**src/hw/psb_defines.svh**
```systemverilog
`ifndef PSB_DEFINES_SVH
`define PSB_DEFINES_SVH

// Port mode field encodings
`define PSB_MODE_LEGACY 2'h0
`define PSB_MODE_ADDRESSED 2'h1
// Increment mode value that turns the legacy port into the buffered port
`define PSB_INC_BUFFERED 2'h3
// Interrupt mode encodings for the buffered and addressed ports
`define PSB_IRQ_EVERY 2'h1
`define PSB_IRQ_FOURTH 2'h3
// Slot index that closes a group of four
`define PSB_LAST_SLOT 2'h3
// Status byte layout
`define PSB_STAT_SUMMARY 7
`define PSB_STAT_ERROR 6
`define PSB_STAT_PAD 2'h0
// Reset values of the slot flags and data bytes
`define PSB_EMPTY_RST 4'hf
`define PSB_FULL_RST 4'h0
`define PSB_BYTE_RST 8'h00
// Pin map value that keeps the port on the pins shared with the memory bus
`define PSB_PIN_DEFAULT 1'b1
// Synchroniser depth plus edge register, before strobes are believed
`define PSB_SETTLE_CYCLES 2'h3

`endif

```
**src/hw/psb_pkg.sv**
```systemverilog
package psb_pkg;

    // Master cycle sequencer, Gray coded along its only path
    typedef enum logic [1:0] {
        ST_IDLE = 2'h0,
        ST_SETUP = 2'h1,
        ST_STROBE = 2'h3,
        ST_HOLD = 2'h2
    } psb_mst_e;

    // Static configuration as software sets it
    typedef struct packed {
        logic module_enable;
        logic [1:0] port_mode_field;
        logic [1:0] increment_mode_field;
        logic [1:0] interrupt_mode_field;
        logic cs_active_high;
        logic rd_active_high;
        logic wr_active_high;
        logic pin_map_select;
    } psb_cfg_s;

    // One pin set as seen from the pads
    typedef struct packed {
        logic [7:0] data;
        logic read_strobe;
        logic write_strobe;
    } psb_pad_in_s;

    typedef struct packed {
        logic [7:0] data;
        logic data_oe;
        logic read_strobe;
        logic read_strobe_oe;
        logic write_strobe;
        logic write_strobe_oe;
    } psb_pad_out_s;

endpackage

```
**src/hw/psb_sync.sv**
```systemverilog
`timescale 1ns/1ns

// Two-flop synchroniser for a group of asynchronous host pins
module psb_sync #(
    parameter int W = 1
) (
    // Clock and reset
    input wire logic clk,
    input wire logic rst_n,
    // Pins and synchronised copy
    input wire logic [W-1:0] d,
    output logic [W-1:0] q
);

    logic [W-1:0] meta;

    // First stage feeds only the second
    always_ff @(posedge clk) begin
        if (!rst_n) begin
            meta <= '0;
            q <= '0;
        end else begin
            meta <= d;
            q <= meta;
        end
    end

endmodule // psb_sync

```
**src/hw/psb_top.sv**
```systemverilog
`timescale 1ns/1ns
`include "psb_defines.svh"

// Contract
// [RQ1] Pin map bit selects default or alternate pins
// [RQ2] Mode 00 with enable gives legacy port
// [RQ3] Host drives strobes asynchronously; device only responds
// [RQ4] Legacy write captures data into input slot zero
// [RQ5] Legacy write end sets interrupt and full
// [RQ6] Legacy read drives output slot zero
// [RQ7] Chip select and strobe polarity configurable
// [RQ8] Increment mode 11 gives four-slot buffered port
// [RQ9] Buffered reads walk output slots zero to three
// [RQ10] Empty flag per slot, plus all-empty summary
// [RQ11] Reading empty slot sets underflow
// [RQ12] Buffered writes walk input slots zero to three
// [RQ13] Full flag per slot, software read clears
// [RQ14] Writing full slot sets overflow, byte lost
// [RQ15] Interrupt every strobe or every slot three
// [RQ16] Mode 01 addresses slots by two pins
// [RQ17] Addressed read drives chosen slot, sets empty
// [RQ18] Addressed write stores chosen slot, sets full
// [RQ19] Addressed write to full slot discarded, error
// [RQ20] Master needs enable and mode 1x
// [RQ21] Master drives data, address, selects, strobes
// [RQ22] Overflow and underflow stay until software clears
// [RQ23] Host pins synchronised, strobe edges act once
module psb_top (
    // Clock and reset
    input wire logic clk,
    input wire logic rst_n,
    // Configuration
    input wire psb_pkg::psb_cfg_s cfg,
    // Default and alternate pin sets
    input wire psb_pkg::psb_pad_in_s pad_dflt_i,
    input wire psb_pkg::psb_pad_in_s pad_alt_i,
    output psb_pkg::psb_pad_out_s pad_dflt_o,
    output psb_pkg::psb_pad_out_s pad_alt_o,
    // Slave chip select and slot address pins
    input wire logic chip_select_i,
    input wire logic [1:0] slave_buffer_address_i,
    // Master address and chip select pins
    output logic [15:0] master_addr_o,
    output logic [1:0] master_cs_o,
    // Software access to output slots
    input wire logic sw_out_wr,
    input wire logic [1:0] sw_out_idx,
    input wire logic [7:0] sw_out_data,
    // Software access to input slots
    input wire logic sw_in_rd,
    input wire logic [1:0] sw_in_idx,
    output logic [7:0] sw_in_data,
    // Software flag clears
    input wire logic sw_clr_ovf,
    input wire logic sw_clr_unf,
    input wire logic sw_clr_irq,
    // Software master requests
    input wire logic mst_rd_req,
    input wire logic mst_wr_req,
    input wire logic [15:0] mst_addr,
    input wire logic [1:0] mst_cs,
    input wire logic [7:0] mst_wdata,
    output logic mst_busy,
    output logic [7:0] mst_rdata,
    // Status
    output logic [7:0] output_status,
    output logic [7:0] input_status,
    output logic port_interrupt_flag
);

    logic legacy, buffered, addressed, master, slave;
    psb_pkg::psb_pad_in_s pad_in;
    logic [12:0] sync_d, sync_q;
    logic [7:0] sdata;
    logic [1:0] saddr;
    logic cs_act, rd_act, wr_act, rd_on, wr_on, rd_prev, wr_prev;
    logic rd_end, wr_end;
    logic [1:0] settle;
    logic [7:0] in_buf [4];
    logic [7:0] out_buf [4];
    logic [3:0] in_full, out_empty;
    logic ovf, unf;
    logic [1:0] rd_ptr, wr_ptr, rd_slot, cur_rd_slot, wr_slot;
    logic [1:0] wr_hold_addr;
    logic [7:0] wr_hold_data;
    logic [7:0] data_q;
    logic data_oe_q, rd_lvl, wr_lvl;
    psb_pkg::psb_mst_e state;
    logic m_write, mst_start;
    logic all_full, all_empty, irq_event;

    // Mode decode; master ignores the increment field
    assign legacy = cfg.module_enable && cfg.port_mode_field == `PSB_MODE_LEGACY
        && cfg.increment_mode_field != `PSB_INC_BUFFERED; // RQ2
    assign buffered = cfg.module_enable && cfg.port_mode_field == `PSB_MODE_LEGACY
        && cfg.increment_mode_field == `PSB_INC_BUFFERED; // RQ8
    assign addressed = cfg.module_enable
        && cfg.port_mode_field == `PSB_MODE_ADDRESSED; // RQ16
    assign master = cfg.module_enable && cfg.port_mode_field[1]; // RQ20
    assign slave = legacy || buffered || addressed;

    // Pick the pin set the strobes and data arrive on
    assign pad_in = (cfg.pin_map_select == `PSB_PIN_DEFAULT) ? pad_dflt_i : pad_alt_i; // RQ1

    // Host pins arrive with no relation to clk; data rides with the strobes
    assign sync_d = {chip_select_i, pad_in.read_strobe, pad_in.write_strobe,
        slave_buffer_address_i, pad_in.data}; // RQ3

    psb_sync #(
        .W(13)
    ) u_sync (
        .clk(clk),
        .rst_n(rst_n),
        .d(sync_d),
        .q(sync_q)
    ); // RQ23

    assign sdata = sync_q[7:0];
    assign saddr = sync_q[9:8];

    // Polarity is applied after the synchroniser, so one flop chain serves both
    assign cs_act = ~(sync_q[12] ^ cfg.cs_active_high); // RQ7
    assign rd_act = ~(sync_q[11] ^ cfg.rd_active_high); // RQ7
    assign wr_act = ~(sync_q[10] ^ cfg.wr_active_high); // RQ7

    // Ignore strobes until the chain holds real pin values, else an
    // active-low setup would see a phantom strobe out of reset
    always_ff @(posedge clk) begin
        if (!rst_n) begin
            settle <= 2'h0;
        end else if (settle != `PSB_SETTLE_CYCLES) begin
            settle <= settle + 2'h1;
        end
    end

    assign rd_on = slave && settle == `PSB_SETTLE_CYCLES && cs_act && rd_act;
    assign wr_on = slave && settle == `PSB_SETTLE_CYCLES && cs_act && wr_act;

    // Edge detect: each strobe yields one end pulse, in the cycle it drops
    always_ff @(posedge clk) begin
        if (!rst_n) begin
            rd_prev <= 1'b0;
            wr_prev <= 1'b0;
        end else begin
            rd_prev <= rd_on;
            wr_prev <= wr_on;
        end
    end

    assign rd_end = !rd_on && rd_prev; // RQ23
    assign wr_end = !wr_on && wr_prev; // RQ23

    // Slot choice: pins in addressed mode, pointer when buffered, else zero
    assign cur_rd_slot = addressed ? saddr : (buffered ? rd_ptr : 2'h0); // RQ9 RQ17
    assign wr_slot = addressed ? wr_hold_addr : (buffered ? wr_ptr : 2'h0); // RQ12 RQ18

    // Hold what the host presented while the strobe was active;
    // the commit happens at the end, when address may already move
    always_ff @(posedge clk) begin
        if (!rst_n) begin
            wr_hold_data <= `PSB_BYTE_RST;
            wr_hold_addr <= 2'h0;
            rd_slot <= 2'h0;
        end else begin
            if (wr_on) begin
                wr_hold_data <= sdata;
                wr_hold_addr <= saddr;
            end
            if (rd_on) begin
                rd_slot <= cur_rd_slot;
            end
        end
    end

    // Sequential pointers; cleared outside the buffered port
    always_ff @(posedge clk) begin
        if (!rst_n || !buffered) begin
            rd_ptr <= 2'h0;
            wr_ptr <= 2'h0;
        end else begin
            if (rd_end) begin
                rd_ptr <= rd_ptr + 2'h1; // RQ9
            end
            if (wr_end) begin
                wr_ptr <= wr_ptr + 2'h1; // RQ12
            end
        end
    end

    // Input slots: legacy follows the bus during the strobe, others
    // commit at strobe end and refuse a slot that still holds data
    always_ff @(posedge clk) begin
        if (!rst_n) begin
            for (int i = 0; i < 4; i++) begin
                in_buf[i] <= `PSB_BYTE_RST;
            end
        end else if (legacy && wr_on) begin
            in_buf[0] <= sdata; // RQ4
        end else if (wr_end && !legacy && !in_full[wr_slot]) begin
            in_buf[wr_slot] <= wr_hold_data; // RQ12 RQ14 RQ18 RQ19
        end
    end

    // Full flags; a host write beats a software read of the same slot
    always_ff @(posedge clk) begin
        if (!rst_n) begin
            in_full <= `PSB_FULL_RST;
        end else begin
            for (int i = 0; i < 4; i++) begin
                if (wr_end && wr_slot == 2'(i)) begin
                    in_full[i] <= 1'b1; // RQ5 RQ13 RQ18
                end else if (sw_in_rd && sw_in_idx == 2'(i)) begin
                    in_full[i] <= 1'b0; // RQ13
                end
            end
        end
    end

    // Output slots are loaded by software only
    always_ff @(posedge clk) begin
        if (!rst_n) begin
            for (int i = 0; i < 4; i++) begin
                out_buf[i] <= `PSB_BYTE_RST;
            end
        end else if (sw_out_wr) begin
            out_buf[sw_out_idx] <= sw_out_data;
        end
    end

    // Empty flags; a host read beats a software load of the same slot
    always_ff @(posedge clk) begin
        if (!rst_n) begin
            out_empty <= `PSB_EMPTY_RST;
        end else begin
            for (int i = 0; i < 4; i++) begin
                if (rd_end && rd_slot == 2'(i)) begin
                    out_empty[i] <= 1'b1; // RQ10 RQ17
                end else if (sw_out_wr && sw_out_idx == 2'(i)) begin
                    out_empty[i] <= 1'b0; // RQ10
                end
            end
        end
    end

    // Error flags hold until software clears them; a new error wins
    always_ff @(posedge clk) begin
        if (!rst_n) begin
            ovf <= 1'b0;
            unf <= 1'b0;
        end else begin
            if (wr_end && !legacy && in_full[wr_slot]) begin
                ovf <= 1'b1; // RQ14 RQ19
            end else if (sw_clr_ovf) begin
                ovf <= 1'b0; // RQ22
            end
            if (rd_end && !legacy && out_empty[rd_slot]) begin
                unf <= 1'b1; // RQ11 RQ17
            end else if (sw_clr_unf) begin
                unf <= 1'b0; // RQ22
            end
        end
    end

    // Interrupt source per mode
    always_comb begin
        irq_event = 1'b0;
        if (legacy) begin
            irq_event = wr_end; // RQ5
        end else if (cfg.interrupt_mode_field == `PSB_IRQ_EVERY) begin
            irq_event = rd_end || wr_end; // RQ15
        end else if (cfg.interrupt_mode_field == `PSB_IRQ_FOURTH) begin
            irq_event = (rd_end && rd_slot == `PSB_LAST_SLOT)
                || (wr_end && wr_slot == `PSB_LAST_SLOT); // RQ15
        end
    end

    // Sticky interrupt flag; the event beats the clear
    always_ff @(posedge clk) begin
        if (!rst_n) begin
            port_interrupt_flag <= 1'b0;
        end else if (irq_event && slave) begin
            port_interrupt_flag <= 1'b1;
        end else if (sw_clr_irq) begin
            port_interrupt_flag <= 1'b0;
        end
    end

    // Master sequencer: one clock per phase, write wins a tie
    assign mst_start = master && state == psb_pkg::ST_IDLE && (mst_rd_req || mst_wr_req);
    assign mst_busy = state != psb_pkg::ST_IDLE;

    always_ff @(posedge clk) begin
        if (!rst_n) begin
            state <= psb_pkg::ST_IDLE;
        end else begin
            unique case (state)
                psb_pkg::ST_IDLE: begin
                    if (mst_start) begin
                        state <= psb_pkg::ST_SETUP; // RQ20
                    end
                end
                psb_pkg::ST_SETUP: begin
                    state <= psb_pkg::ST_STROBE;
                end
                psb_pkg::ST_STROBE: begin
                    state <= psb_pkg::ST_HOLD;
                end
                psb_pkg::ST_HOLD: begin
                    state <= psb_pkg::ST_IDLE;
                end
            endcase
        end
    end

    // Master address, selects and strobe levels, polarity applied
    always_ff @(posedge clk) begin
        if (!rst_n) begin
            m_write <= 1'b0;
            master_addr_o <= 16'h0000;
            master_cs_o <= 2'h0;
            rd_lvl <= 1'b0;
            wr_lvl <= 1'b0;
            mst_rdata <= `PSB_BYTE_RST;
        end else begin
            if (mst_start) begin
                m_write <= mst_wr_req;
                master_addr_o <= mst_addr; // RQ21
            end
            master_cs_o <= ({2{mst_busy || mst_start}} & mst_cs)
                ^ {2{~cfg.cs_active_high}}; // RQ21
            rd_lvl <= ~((state == psb_pkg::ST_SETUP && !m_write) ^ cfg.rd_active_high);
            wr_lvl <= ~((state == psb_pkg::ST_SETUP && m_write) ^ cfg.wr_active_high);
            if (state == psb_pkg::ST_STROBE && !m_write) begin
                mst_rdata <= pad_in.data; // RQ21
            end
        end
    end

    // Data pins: slave read drives the chosen slot, master write its byte
    always_ff @(posedge clk) begin
        if (!rst_n) begin
            data_q <= `PSB_BYTE_RST;
            data_oe_q <= 1'b0;
        end else begin
            data_oe_q <= rd_on || (mst_busy && m_write);
            if (rd_on) begin
                data_q <= out_buf[cur_rd_slot]; // RQ6 RQ9 RQ17
            end else if (mst_start && mst_wr_req) begin
                data_q <= mst_wdata; // RQ21
            end
        end
    end

    // Route drivers to the selected pin set only
    always_comb begin
        pad_dflt_o = '0;
        pad_alt_o = '0;
        if (cfg.pin_map_select == `PSB_PIN_DEFAULT) begin
            pad_dflt_o = {data_q, data_oe_q, rd_lvl, master, wr_lvl, master}; // RQ1
        end else begin
            pad_alt_o = {data_q, data_oe_q, rd_lvl, master, wr_lvl, master}; // RQ1
        end
    end

    // Summaries; only the full summary treats legacy as a single slot
    assign all_full = legacy ? in_full[0] : &in_full; // RQ13
    assign all_empty = &out_empty; // RQ10
    assign output_status = {all_empty, unf, `PSB_STAT_PAD, out_empty};
    assign input_status = {all_full, ovf, `PSB_STAT_PAD, in_full};

    // Software sees input slots from flops; read port is a plain mux
    assign sw_in_data = in_buf[sw_in_idx];
endmodule // psb_top

```
**config.mk**
```make
export PLATFORM = sky130hd
export DESIGN_NAME = psb_top
export DESIGN_NICKNAME = d
export VERILOG_FILES = /design/src/hw/psb_pkg.sv /design/src/hw/psb_sync.sv /design/src/hw/psb_top.sv
export VERILOG_INCLUDE_DIRS = /design/src /design/src/hw
export SDC_FILE = /design/constraint.sdc
export NUM_CORES = 1
export LEC_CHECK = 0
export BUFFER_PORTS_ARGS = -buffer_cell sky130_fd_sc_hd__buf_4
export CORE_MARGIN = 5
export CORE_UTILIZATION = 55
export CTS_CLUSTER_SIZE = 40
export DETAILED_ROUTE_END_ITERATION = 10
export GPL_TIMING_DRIVEN = 1
export PLACE_DENSITY = 0.81
export REMOVE_ABC_BUFFERS = 1
export SKIP_LAST_GASP = 1
export SYNTH_ARGS = -nofsm -noshare
export SYNTH_HDL_FRONTEND = slang
export SYNTH_SLANG_ARGS = --single-unit
```
**constraint.sdc**
```tcl
create_clock -name clk -period 4.26 [get_ports clk]
set_input_delay 0.213 -clock clk [delete_from_list [all_inputs] [get_ports clk]]
set_output_delay 0.213 -clock clk [all_outputs]
set_load 0.01 [all_outputs]
```
==> results of run 1 <==
flip-flops by register name, summed over array words and instances, names as in the netlist, 2 cells and up:
register and flops:
data_q 8, in_buf 32, in_full 4, master_addr_o 16, master_cs_o 2, mst_rdata 8
out_buf 32, out_empty 4, rd_ptr 2, rd_slot 2, settle 2, state 2
u_sync.meta 13, u_sync.q 13, wr_hold_addr 2, wr_hold_data 8, wr_ptr 2
power breakdown:
group / total [mW] / internal, mW / switching (mW)
Clock: 1.42 / 0.786 / 0.636
Sequential: 1.70 / 1.67 / 0.0325
Combinational: 0.308 / 0.146 / 0.162
Total: 3.43 / 2.60 / 0.830
routing by layer:
metal | GRT usage | vias up
met5 | 0 | -
li1 | - | 2593
met4 | 0.1148 | 0
met3 | 0.05432 | 57
met2 | 0.4261 | 280
met1 | 0.2966 | 2665
cell usage after synthesis, types with 2 or more instances:
cell,number
nor2_1,75
mux2i_1,37
edfxtp_1,64
or2_2,2
a221o_1,9
buf_6,3
nand3b_1,2
or3_1,4
buf_2,2
nor2b_1,13
mux4_2,9
buf_4,12
nand4b_1,3
inv_1,13
a21o_1,5
o21ai_0,9
a21oi_1,50
nand2b_1,5
dfxtp_1,97
o211ai_1,10
buf_1,6
xnor2_1,3
a211oi_1,10
nand2_1,95
clkbuf_1,25
a31oi_2,2
a31oi_1,8
nand3_1,17
nand4_1,8
xor2_1,7
and2_1,38
layout by cell type, fill, tap and decap left out, types with 4 or more instances in the layout:
master	instances
buf_4	157
dfxtp_1	97
nand2_1	95
nor2_1	75
edfxtp_1	64
a21oi_1	50
and2_1	38
mux2i_1	37
clkbuf_16	18
nand3_1	17
nor2b_1	13
inv_1	12
o211ai_1	10
a211oi_1	10
mux4_2	9
o21ai_0	9
a221o_1	9
nand4_1	8
a31oi_1	8
xor2_1	7
a21o_1	5
nand2b_1	5
inv_6	5
dlygate4sd3_1	5
or3_1	4
conb_1	4
clkinv_2	4
logic make-up after synthesis:
logic type / after synthesis / share of synthesized area
AO/OA/AOI/OAI: 115 / 0.1131
XOR/XNOR: 10 / 0.01267
adder cells (fa/ha/maj): 1 / 0.001810
buffers and inverters: 62 / 0.04399
flip-flops: 161 / 0.5590
multiplexers: 46 / 0.08291
other: 1 / 0.0005426
AND/OR/NAND/NOR: 270 / 0.1859
what timing repair did:
action / 4_1_cts / 5_1_grt
hold buffers: 5 / 0
hold endpoints to repair: 5 / 0
setup buffers: 0 / 0
area by class of cell:
type                       instances  area (um2)  area share
clock inverter                    14       102.6     0.01184
timing repair buffer             162        1229      0.1418
clock buffer                      18       450.4     0.05199
tap                              172       215.2     0.02484
sequential                       161        3864      0.4459
inverter                          13       48.80    0.005632
multi-input combinational        446        2755      0.3180
worst paths after layout:
path | start | to | slack [ns]
min reg2reg | u_sync.meta[6] | u_sync.q[6] | 0.43
max reg2reg | settle[0] | in_buf[2][5] | 1.43
max | settle[0] | in_buf[2][5] | 1.43
min | mst_addr[7] | master_addr_o[7] | 0.04
per-stage QoR:
step           cells    util  power [mW]  setup WS [ns]
5_1_grt          986  0.6951       3.558          1.239
2_1_floorplan    620       -       1.871          1.703
4_1_cts          986  0.6951       3.450          1.473
3_3_place_gp     949  0.6467       2.027          1.463
6_report         986  0.6951       3.435          1.433
3_5_place_dp     949  0.6467       2.040          1.293
critical path: cells and delay by family, from the launching register on:
| family | cells | cell delay [ns] |
|---|---|---|
| AOI/OAI and AO/OA | 3 | 1.75 |
| adders and majority gates | 1 | 0.27 |
| DFF | 1 | 0.32 |
| and+or+nand+nor | 1 | 0.09 |
==> out/qor.tcl, run 1 <==
set qor(start_kind) {register}
set qor(global_route_wire_length_before_repair_um) 28310
set qor(fp.coreArea_um2) 12470
set qor(max-slew-margin-rel) 0.2847
set qor(cts_resized) 0
set qor(vdd.ir_drop.worst_mv) 0.2252
set qor(whs_path_depth) 3
set qor(setup_viol) 0
set qor(hold-worst-slack_ns) 0.04154
set qor(antenna_cells) 0
set qor(finalHoldViolCount) 0
set qor(avgRoutedWirePerCell_um) 18.19
set qor(yosysTopAreaCellShare) 0.2810
set qor(synth_warnings) 0
set qor(worst_setup_hold_path_clk_slew_ns) 0.06
set qor(grt_max_degree) 77
set qor(syn-mean-instance-area_um2) 10.38
set qor(fin_nets) 883
set qor(route.layer.met1.wl_um) 6729
set qor(timing.critical_path.to_type) {register}
set qor(clock_path_buffers) 2
set qor(viasPerCell) 5.674
set qor(rsz_0062_raised_after_global_routing) {false}
set qor(max_clk_rate_mhz) 353.7
set qor(p_leak_nw) 3.607
set qor(post-dp-hpwl_um) 12830
set qor(timing.setup.tns_ns) 0
set qor(htreeDepth) 4
set qor(synth_async_sr_flop_share) 0
set qor(outcome) {finished, final reports clean}
set qor(area_growth_pct) 25.36
set qor(critPathMaxFanout) 10
set qor(drc_errors) 0
set qor(critPathKind) {reg2reg}
set qor(drt_first_iter_violations) 440
set qor(dr_wl_met3_um) 1289
set qor(initial_utilization) 0.5545
set qor(number_of_synthesized_register_bits) 161
set qor(postPlaceCellArea_um2) 8061
set qor(yosys-top-cells-area) {dfxtp_1 (28%), edfxtp_1 (28%), mux2i_1 (5.4%)}
set qor(dr_total_vias) 5595
set qor(powerDensity_nw_per_um2) 396.4
set qor(rows) 41
set qor(final_period_util) 0.6637
set qor(ff2ff_path_depth) 5
set qor(timing.final.max_slew_violations) 0
set qor(yosys_most_used_dff) {dfxtp_1}
set qor(critical_path.cell_chain) {ha_1 -> a41o_1 -> a2111oi_4 -> nand2_1 -> o21ai_0}
set qor(cts.sink_count) 161
set qor(max_stage_delay_ns) 0.85
set qor(design_area_um2) 8665
set qor(clock_tree_from_tritoncts) {done}
set qor(route.antenna.remaining_nets) 0
set qor(max_slew.worst_pin.slew_ns) 1.062
set qor(grt_remaining_overflow) 0
set qor(cts_inserted_buffers) 17
set qor(part_of_the_yosys_area_used_for_sequential_elements) 0.5590
set qor(number_of_flops_mapped_to_enable_cells_by_yosys) 64
set qor(detail_route.wirelength_um) 17940
set qor(synthesis.area_um2) 6912
set qor(place.gp.congestion) 1.002
set qor(period_needed_ns) 2.827
set qor(fraction_of_final_layout_cells_sized_beyond_drive_strength_1) 0.2580
set qor(topRoutingLayerUsed) {met4}
set qor(clock_tree.root_cell) {clkbuf_16}
set qor(dr_wl_met2_um) 9225
set qor(floorplan.die.width_um) 122.1
set qor(max_cap_viol_count) 0
set qor(dr.pass1.iters) 5
set qor(worst_hold_path_type) {in2reg}
set qor(crit_required_ns) 4.30
set qor(design.die.area_um2) 14910
set qor(cp_data_arrival_time_ns) 2.86
set qor(largest_area_contributor_in_the_netlist) {dfxtp_1}
set qor(buffer_ports.inserted) 154
set qor(floorplan.io_pins) 159
set qor(syn_inst) 666
set qor(die_h_um) 122.1
set qor(via_count_of_the_first_global_routing_pass) 5560
set qor(fillerInstances) 926
set qor(final.setup_skew_ns) 0.006542
set qor(grt_antenna_before_repair) 0
set qor(insertion_delay_ns) 0.42
set qor(ys_types) 54
set qor(slowest_cell_on_the_critical_path) {o21ai_0}
set qor(global_route.usage.total) 0.2477
No activity file was read; power rests on OpenSTA's default activity.
==> run 2: changes to the inputs <==
Settings changed: CORE_UTILIZATION 55 to 54, PLACE_DENSITY 0.81 to 0.8.
Clock period 4.26 ns to 2.65 ns, I/O delays scaled along.
==> run 2 against run 1 <==
Final cell count grew 5.0%. Critical path depth is the same. Sequential share of layout area shrank 2.6 points. Sequential cell count is the same. Routed wire length grew 5.7%. Maximum frequency grew 25%. Sequential power grew 61%. Critical endpoint is now in_buf[1][0].
==> out/qor.tcl, run 2 (synthesized netlist as in run 1, its figures left out) <==
set qor(cts_resized) 0 ;# unchanged
set qor(rsz_0062_raised_after_global_routing) {false}
set qor(max_stage_delay_ns) 0.36 ;# -0.49 ns
set qor(dr_total_vias) 5659 ;# +1.1%
set qor(buffer_ports.inserted) 154 ;# unchanged
set qor(grt_max_degree) 51 ;# -34%
set qor(cts_inserted_buffers) 17 ;# unchanged
set qor(finalHoldViolCount) 0 ;# unchanged
set qor(grt_antenna_before_repair) 0 ;# unchanged
set qor(topRoutingLayerUsed) {met4}
set qor(pre_cts_slack_ns) 0.4046 ;# -0.8880 ns
set qor(slowest_cell_on_the_critical_path) {nand2b_1}
set qor(global_route.usage.total) 0.2563 ;# +0.008563
set qor(detail_route.wirelength_um) 18970 ;# +5.7%
set qor(max_clk_rate_mhz) 440.9 ;# +25%
set qor(post-dp-hpwl_um) 13190 ;# +2.8%
set qor(floorplan.io_pins) 159 ;# unchanged
set qor(dr_wl_met3_um) 1121 ;# -13%
set qor(fp.coreArea_um2) 12570 ;# +0.82%
set qor(initial_utilization) 0.5499 ;# -0.004526
set qor(insertion_delay_ns) 0.42 ;# about the same
set qor(largest_registers) {in_buf (32), out_buf (32), master_addr_o (16)}
set qor(final_period_util) 0.8560 ;# +0.1923
set qor(critical_path.cell_chain) {ha_1 -> a41o_1 -> or2_2 -> nor4_4 -> nand2b_1}
set qor(cp_data_arrival_time_ns) 2.35 ;# -0.51 ns
set qor(htreeDepth) 4 ;# unchanged
set qor(max_cap_viol_count) 0 ;# unchanged
set qor(whs_path_depth) 3 ;# unchanged
set qor(register_area_um2) 3864 ;# unchanged
set qor(design.die.area_um2) 15160 ;# +1.7%
set qor(multiInputGateArea_um2) 2755 ;# unchanged
set qor(crit_required_ns) 2.73 ;# -1.57 ns
set qor(clock_tree_from_tritoncts) {done}
set qor(critPathKind) {reg2reg}
set qor(via_count_of_the_first_global_routing_pass) 5781 ;# +4.0%
set qor(postCtsSetupBuffers) 0 ;# unchanged
set qor(critical_path_buf_inv_count) 0 ;# unchanged
set qor(clock_path_buffers) 2 ;# unchanged
set qor(p_leak_nw) 3.858 ;# +7.0%
set qor(critPathMaxFanout) 9 ;# -1
set qor(final.setup_skew_ns) 0.009483 ;# +0.002941 ns
set qor(max-slew-margin-rel) 0.5280 ;# +0.2433
set qor(viasPerCell) 5.468 ;# -3.6%
set qor(rows) 41 ;# unchanged
set qor(grt_remaining_overflow) 0 ;# unchanged
set qor(cts.sink_count) 161 ;# unchanged
set qor(timing.critical_path.to_type) {register}
set qor(ff2ff_path_depth) 5 ;# unchanged
set qor(timing.final.max_slew_violations) 0 ;# unchanged
set qor(place.gp.congestion) 0.8357 ;# -17%
set qor(start_kind) {register}
set qor(drt_first_iter_violations) 351 ;# -20%
set qor(max_slew.worst_pin.slew_ns) 0.7079 ;# -0.3538 ns
set qor(period_needed_ns) 2.268 ;# -0.5591 ns
set qor(outcome) {finished, final reports clean}
set qor(antenna_cells) 0 ;# unchanged
set qor(route.layer.met1.wl_um) 7287 ;# +8.3%
set qor(die_h_um) 123.1 ;# +0.85%
set qor(powerDensity_nw_per_um2) 638.3 ;# +61%
set qor(clock_tree.root_cell) {clkbuf_16}
set qor(vdd.ir_drop.worst_mv) 0.4464 ;# +98%
set qor(crit_cells) 5 ;# unchanged
set qor(setup_viol) 0 ;# unchanged
set qor(drc_errors) 0 ;# unchanged
set qor(post_layout_nonfiller_instances) 1035 ;# +5.0%
set qor(dp.cells) 963 ;# +1.5%
set qor(cp_top_family) {simple AND/OR/NAND/NOR gates}
set qor(floorplan.die.width_um) 123.1 ;# +0.85%
set qor(route.antenna.remaining_nets) 0 ;# unchanged
set qor(worst_slack_ns) 0.3817 ;# -1.051 ns
set qor(fraction_of_final_layout_cells_sized_beyond_drive_strength_1) 0.2584 ;# +0.0004157
set qor(worst_setup_hold_path_clk_slew_ns) 0.06 ;# about the same
set qor(fillerInstances) 871 ;# -5.9%
set qor(most_common_cell_after_layout_fill_and_taps_aside) {buf_4}
set qor(dr_wl_met2_um) 10100 ;# +9.5%
set qor(layout.cells.most_common_list) {buf_4 (171), dfxtp_1 (97), nand2_1 (95)}
set qor(worst_hold_path_type) {in2reg}
set qor(fin_nets) 932 ;# +5.5%
set qor(avgRoutedWirePerCell_um) 18.32 ;# +0.74%
set qor(dr.pass1.iters) 5 ;# unchanged
set qor(area_growth_pct) 33.09
set qor(global_route_wire_length_before_repair_um) 29820 ;# +5.3%
set qor(timing.setup.tns_ns) 0 ;# unchanged
## run 2: worst paths after layout
check | from | to | slack (ns)
worst max-delay path | settle[0] | in_buf[1][0] | 0.38
worst min-delay path | pad_dflt_i[5] | u_sync.meta[3] | 0.01
worst max register to register | settle[0] | in_buf[1][0] | 0.38
worst min register to register | u_sync.meta[3] | u_sync.q[3] | 0.43
## run 2: worst min-delay path, stage by stage
cell and delay (ns):
buf_4 0.08, mux2i_1 0.08, nor2_1 0.09
## run 2: what timing repair did
item,4_1_cts,5_1_grt
hold buffers,39,1
endpoints found under the setup margin,0,0
hold endpoints to repair,32,1
## run 2: power by group
part           internal (mW)  switching [mW]
sequential              2.69          0.0534
combinational          0.282           0.282
clock                   1.59           0.976
## run 2: area by class of cell
type,count,area share
Timing Repair Buffer,211,0.1831
Inverter,13,0.005305
Clock inverter,13,0.01700
Tap cell,172,0.02339
Sequential cell,161,0.4200
Clock buffer,19,0.05169
Multi-Input combinational cell,446,0.2995
## run 2: metal layers
metal	GRT usage	vias up
met3	0.05444	34
met2	0.4591	227
met5	0	-
met4	0.09896	0
li1	-	2698
met1	0.2999	2700
## run 2: per-stage QoR
step	hold WS, ns	util	total power, mW	instance area, um2
5_1_grt	0.008806	0.7319	6.053	9199
6_report	0.01164	0.7319	5.872	9199
3_5_place_dp	0.3138	0.6498	3.296	8167
2_1_floorplan	0.2202	-	3.007	6668
3_3_place_gp	0.3085	0.6498	3.278	8167
4_1_cts	0.0003552	0.7311	5.895	9189
==> run 3: changes to the inputs <==
Settings changed: ABC_AREA set to 1, SYNTH_HIERARCHICAL set to 1.
==> run 3 against run 2 <==
Final cell count rose by 19%. Setup slack got worse by 0.077 ns. Sequential share of layout area rose by 0.24 points. First-iteration DRC count rose by 62%. Global-route usage fell by 2.3 points. Synthesized cell count rose by 30%. Utilization fell by 1.3 points. Area after synthesis rose by 1.9%. Final area fell by 0.56%. Sequential cell count did not move. Routed wire length fell by 3.9%. Total power fell by 1.8%.
==> out/qor.tcl, run 3 <==
set qor(syn-mean-instance-area_um2) 8.125 ;# -22%
set qor(via_count_of_the_first_global_routing_pass) 5963 ;# +3.1%
set qor(worst_setup_hold_path_clk_slew_ns) 0.06 ;# about the same
set qor(max_stage_delay_ns) 0.33 ;# -0.03 ns
set qor(number_of_synthesized_register_bits) 161 ;# unchanged
set qor(final_period_util) 0.8849 ;# +0.02894
set qor(vdd.ir_drop.worst_mv) 0.3620 ;# -19%
set qor(global_route.usage.total) 0.2333 ;# -0.02292
set qor(finalHoldViolCount) 0 ;# unchanged
set qor(fraction_of_final_layout_cells_sized_beyond_drive_strength_1) 0.2064 ;# -0.05196
set qor(critical_path_buf_inv_count) 0 ;# unchanged
set qor(top_post_synthesis_cells_by_count) {nand2_1 (188), inv_1 (124), nor2_1 (120), dfxtp_1 (97), nand3_1 (67)}
set qor(floorplan.die.width_um) 124.2 ;# +0.88%
set qor(part_of_the_yosys_area_used_for_sequential_elements) 0.5485 ;# -0.01052
set qor(fillerInstances) 1013 ;# +16%
set qor(slowest_cell_on_the_critical_path) {nand2_1}
set qor(initial_utilization) 0.5537 ;# +0.003773
set qor(syn_inst) 867 ;# +30%
set qor(final.setup_skew_ns) 0.004853 ;# -0.004629 ns
set qor(route.antenna.remaining_nets) 0 ;# unchanged
set qor(htreeDepth) 4 ;# unchanged
set qor(post_layout_nonfiller_instances) 1228 ;# +19%
set qor(largest_registers) {in_buf (32), out_buf (32), master_addr_o (16)}
set qor(rows) 41 ;# unchanged
set qor(max_clk_rate_mhz) 426.4 ;# -3.3%
set qor(yosys-top-cells-area) {dfxtp_1 (28%), edfxtp_1 (27%), nand2_1 (10%)}
set qor(floorplan.io_pins) 159 ;# unchanged
set qor(finalPower_mw) 5.768 ;# -1.8%
set qor(critPathKind) {reg2reg}
set qor(layout.cells.most_common_list) {nand2_1 (188), buf_4 (167), inv_1 (124)}
set qor(crit_required_ns) 2.73 ;# about the same
set qor(number_of_flops_mapped_to_enable_cells_by_yosys) 64 ;# unchanged
set qor(grt_max_degree) 61 ;# +20%
set qor(clock_tree.root_cell) {clkbuf_16}
set qor(global_route_wire_length_before_repair_um) 29370 ;# -1.5%
set qor(post-dp-hpwl_um) 12840 ;# -2.7%
set qor(grt_antenna_before_repair) 0 ;# unchanged
set qor(setup_viol) 0 ;# unchanged
set qor(place.gp.congestion) 0.8555 ;# +2.4%
set qor(design.die.area_um2) 15430 ;# +1.8%
set qor(critical_path.cell_chain) {ha_1 -> nand3_1 -> nor2_1 -> nand2_2 -> nand2_2 -> nor2_2 -> nand2_2 -> nor2_8 -> nand4_4 -> nand2_1}
set qor(worst_slack_ns) 0.3050 ;# -0.07669 ns
set qor(critPathMaxFanout) 19 ;# +10
set qor(layout.core_utilization) 0.7190 ;# -0.01289
set qor(cp_data_arrival_time_ns) 2.43 ;# +0.08 ns
set qor(avgRoutedWirePerCell_um) 14.84 ;# -19%
set qor(min_from) {mst_addr[8]}
set qor(worst_hold_path_type) {in2reg}
set qor(register_area_um2) 3864 ;# unchanged
set qor(period_needed_ns) 2.345 ;# +0.07669 ns
set qor(dr_total_vias) 6156 ;# +8.8%
set qor(timing.final.max_slew_violations) 0 ;# unchanged
set qor(timing.reg2reg.setup_slack_ns) 0.31 ;# -0.08 ns
set qor(max_cap_viol_count) 0 ;# unchanged
set qor(p_leak_nw) 4.348 ;# +13%
set qor(dr.pass1.iters) 5 ;# unchanged
set qor(outcome) {finished, final reports clean}
set qor(insertion_delay_ns) 0.42 ;# about the same
set qor(pre_cts_slack_ns) 0.3233 ;# -0.08134 ns
set qor(grt_remaining_overflow) 0 ;# unchanged
set qor(synth_most_common_cell) {nand2_1}
set qor(max_slew.worst_pin.slew_ns) 0.6282 ;# -0.07973 ns
set qor(synth_async_sr_flop_share) 0 ;# unchanged
set qor(timing.hold.worst_endpoint) {master_addr_o[8]}
set qor(area_growth_pct) 29.86
set qor(clock_tree_from_tritoncts) {done}
set qor(max-slew-margin-rel) 0.5797 ;# +0.05167
set qor(timing.critical_path.to_type) {register}
set qor(antenna_cells) 0 ;# unchanged
set qor(powerDensity_nw_per_um2) 630.6 ;# -1.2%
set qor(timing.setup.tns_ns) 0 ;# unchanged
set qor(critPathMostFrequentCell) {nand2_2}
set qor(viasPerCell) 5.013 ;# -8.3%
set qor(most_common_cell_after_layout_fill_and_taps_aside) {nand2_1}
set qor(whs_path_depth) 3 ;# unchanged
set qor(buffer_ports.inserted) 154 ;# unchanged
set qor(clock_path_buffers) 2 ;# unchanged
set qor(yosysTopAreaCellShare) 0.2757 ;# -0.005290
set qor(drt_first_iter_violations) 569 ;# +62%
set qor(start_kind) {register}
set qor(rsz_0062_raised_after_global_routing) {false}
set qor(r2r_start) {settle[0]}
set qor(largest_area_contributor_in_the_netlist) {dfxtp_1}
set qor(fp.coreArea_um2) 12720 ;# +1.2%
set qor(postCtsSetupBuffers) 0 ;# unchanged
set qor(multiInputGateArea_um2) 2474 ;# -10%
set qor(drc_errors) 0 ;# unchanged
set qor(critical_path.reg2reg.endpoint) {in_buf[2][7]}
set qor(detail_route.wirelength_um) 18230 ;# -3.9%
set qor(ys_types) 38 ;# -30%
set qor(synthesis.area_um2) 7044 ;# +1.9%
set qor(yosys_most_used_dff) {dfxtp_1}
set qor(ff2ff_path_depth) 10 ;# +5
set qor(fin_nets) 1125 ;# +21%
set qor(cp_top_family) {simple AND/OR/NAND/NOR gates}
set qor(cts_inserted_buffers) 17 ;# unchanged
set qor(dp.cells) 1170 ;# +21%
set qor(die_h_um) 124.2 ;# +0.88%
set qor(synth_warnings) 6 ;# +6
set qor(cts.sink_count) 161 ;# unchanged
==> run 3: cell count changes in the layout (fill, tap and decap cells not counted), moves of 14 or more <==
cell / before / now
and2_1: 38 / 0
dlygate4sd3_1: 40 / 26
inv_1: 12 / 124
mux2i_1: 37 / 0
nand2_1: 95 / 188
nand3_1: 17 / 67
nor2_1: 75 / 120
o21ai_0: 9 / 66
==> run 3: worst reg2reg max path: stages, from the launching register on <==
cell and delay, ns:
dfxtp_1 0.32, ha_1 0.25, nand3_1 0.10, nor2_1 0.06
nand2_2 0.10, nand2_2 0.07, nor2_2 0.18, nand2_2 0.13
nor2_8 0.29, nand4_4 0.19, nand2_1 0.33
==> run 3: power by group <==
part / total [mW] / internal, mW / leakage, nW / switching, mW
clock: 2.44 / 1.50 / 0.288 / 0.941
sequential: 2.75 / 2.70 / 1.44 / 0.0544
combinational: 0.575 / 0.261 / 2.62 / 0.314
==> run 3: cell type report <==
type	instances	area share
Clock inverter	11	0.01518
Inverter	131	0.05375
Multi-Input combinational cell	539	0.2704
Sequential cell	161	0.4224
Timing Repair Buffer	193	0.1655
Clock buffer	21	0.04924
Tap cell	172	0.02353
==> run 3: timing repair <==
action / 4_1_cts / 5_1_grt
endpoints found under the hold margin: 25 / 0
gates resized for setup: 0 / 0
hold buffers: 26 / 0
==> run 3: worst max-delay path by stage <==
stage / start / to / slack (ns) / cells past startpoint
6_report: settle[0] / in_buf[2][7] / 0.31 / 10
5_1_grt: settle[0] / in_buf[2][2] / 0.10 / 10
4_1_cts: settle[0] / in_buf[2][7] / 0.31 / 10
3_5_place_dp: settle[0] / in_buf[2][3] / 0.32 / 10
3_3_place_gp: settle[0] / in_buf[2][0] / 0.42 / 10
2_1_floorplan: settle[0] / in_buf[3][0] / 0.53 / 12
==> run 3: layer usage <==
metal	up-vias	part of all wire	GRT usage
met2	227	0.50	0.4036
met4	0	0.019	0.07221
met5	-	0	0
met1	2794	0.41	0.2851
li1	3105	-	-
met3	30	0.070	0.06089
==> run 3: kinds of logic after synthesis <==
kind of cell | Yosys count | share of synthesized area
simple gates | 401 | 0.2419
buf+inv | 170 | 0.1020
flops | 161 | 0.5485
compound gates | 131 | 0.1028
xor+xnor | 2 | 0.002487
fa+ha+maj | 1 | 0.001776
other cells | 1 | 0.0005323
==> run 3: stage by stage <==
stage | area (um2) | hold slack, ns
finish | 9148 | 0.003306
global route | 9148 | 0.02138
CTS | 9148 | 0.001228
detailed placement | 8298 | 0.3218
global placement | 8298 | 0.3153
floorplan | 6829 | 0.2166
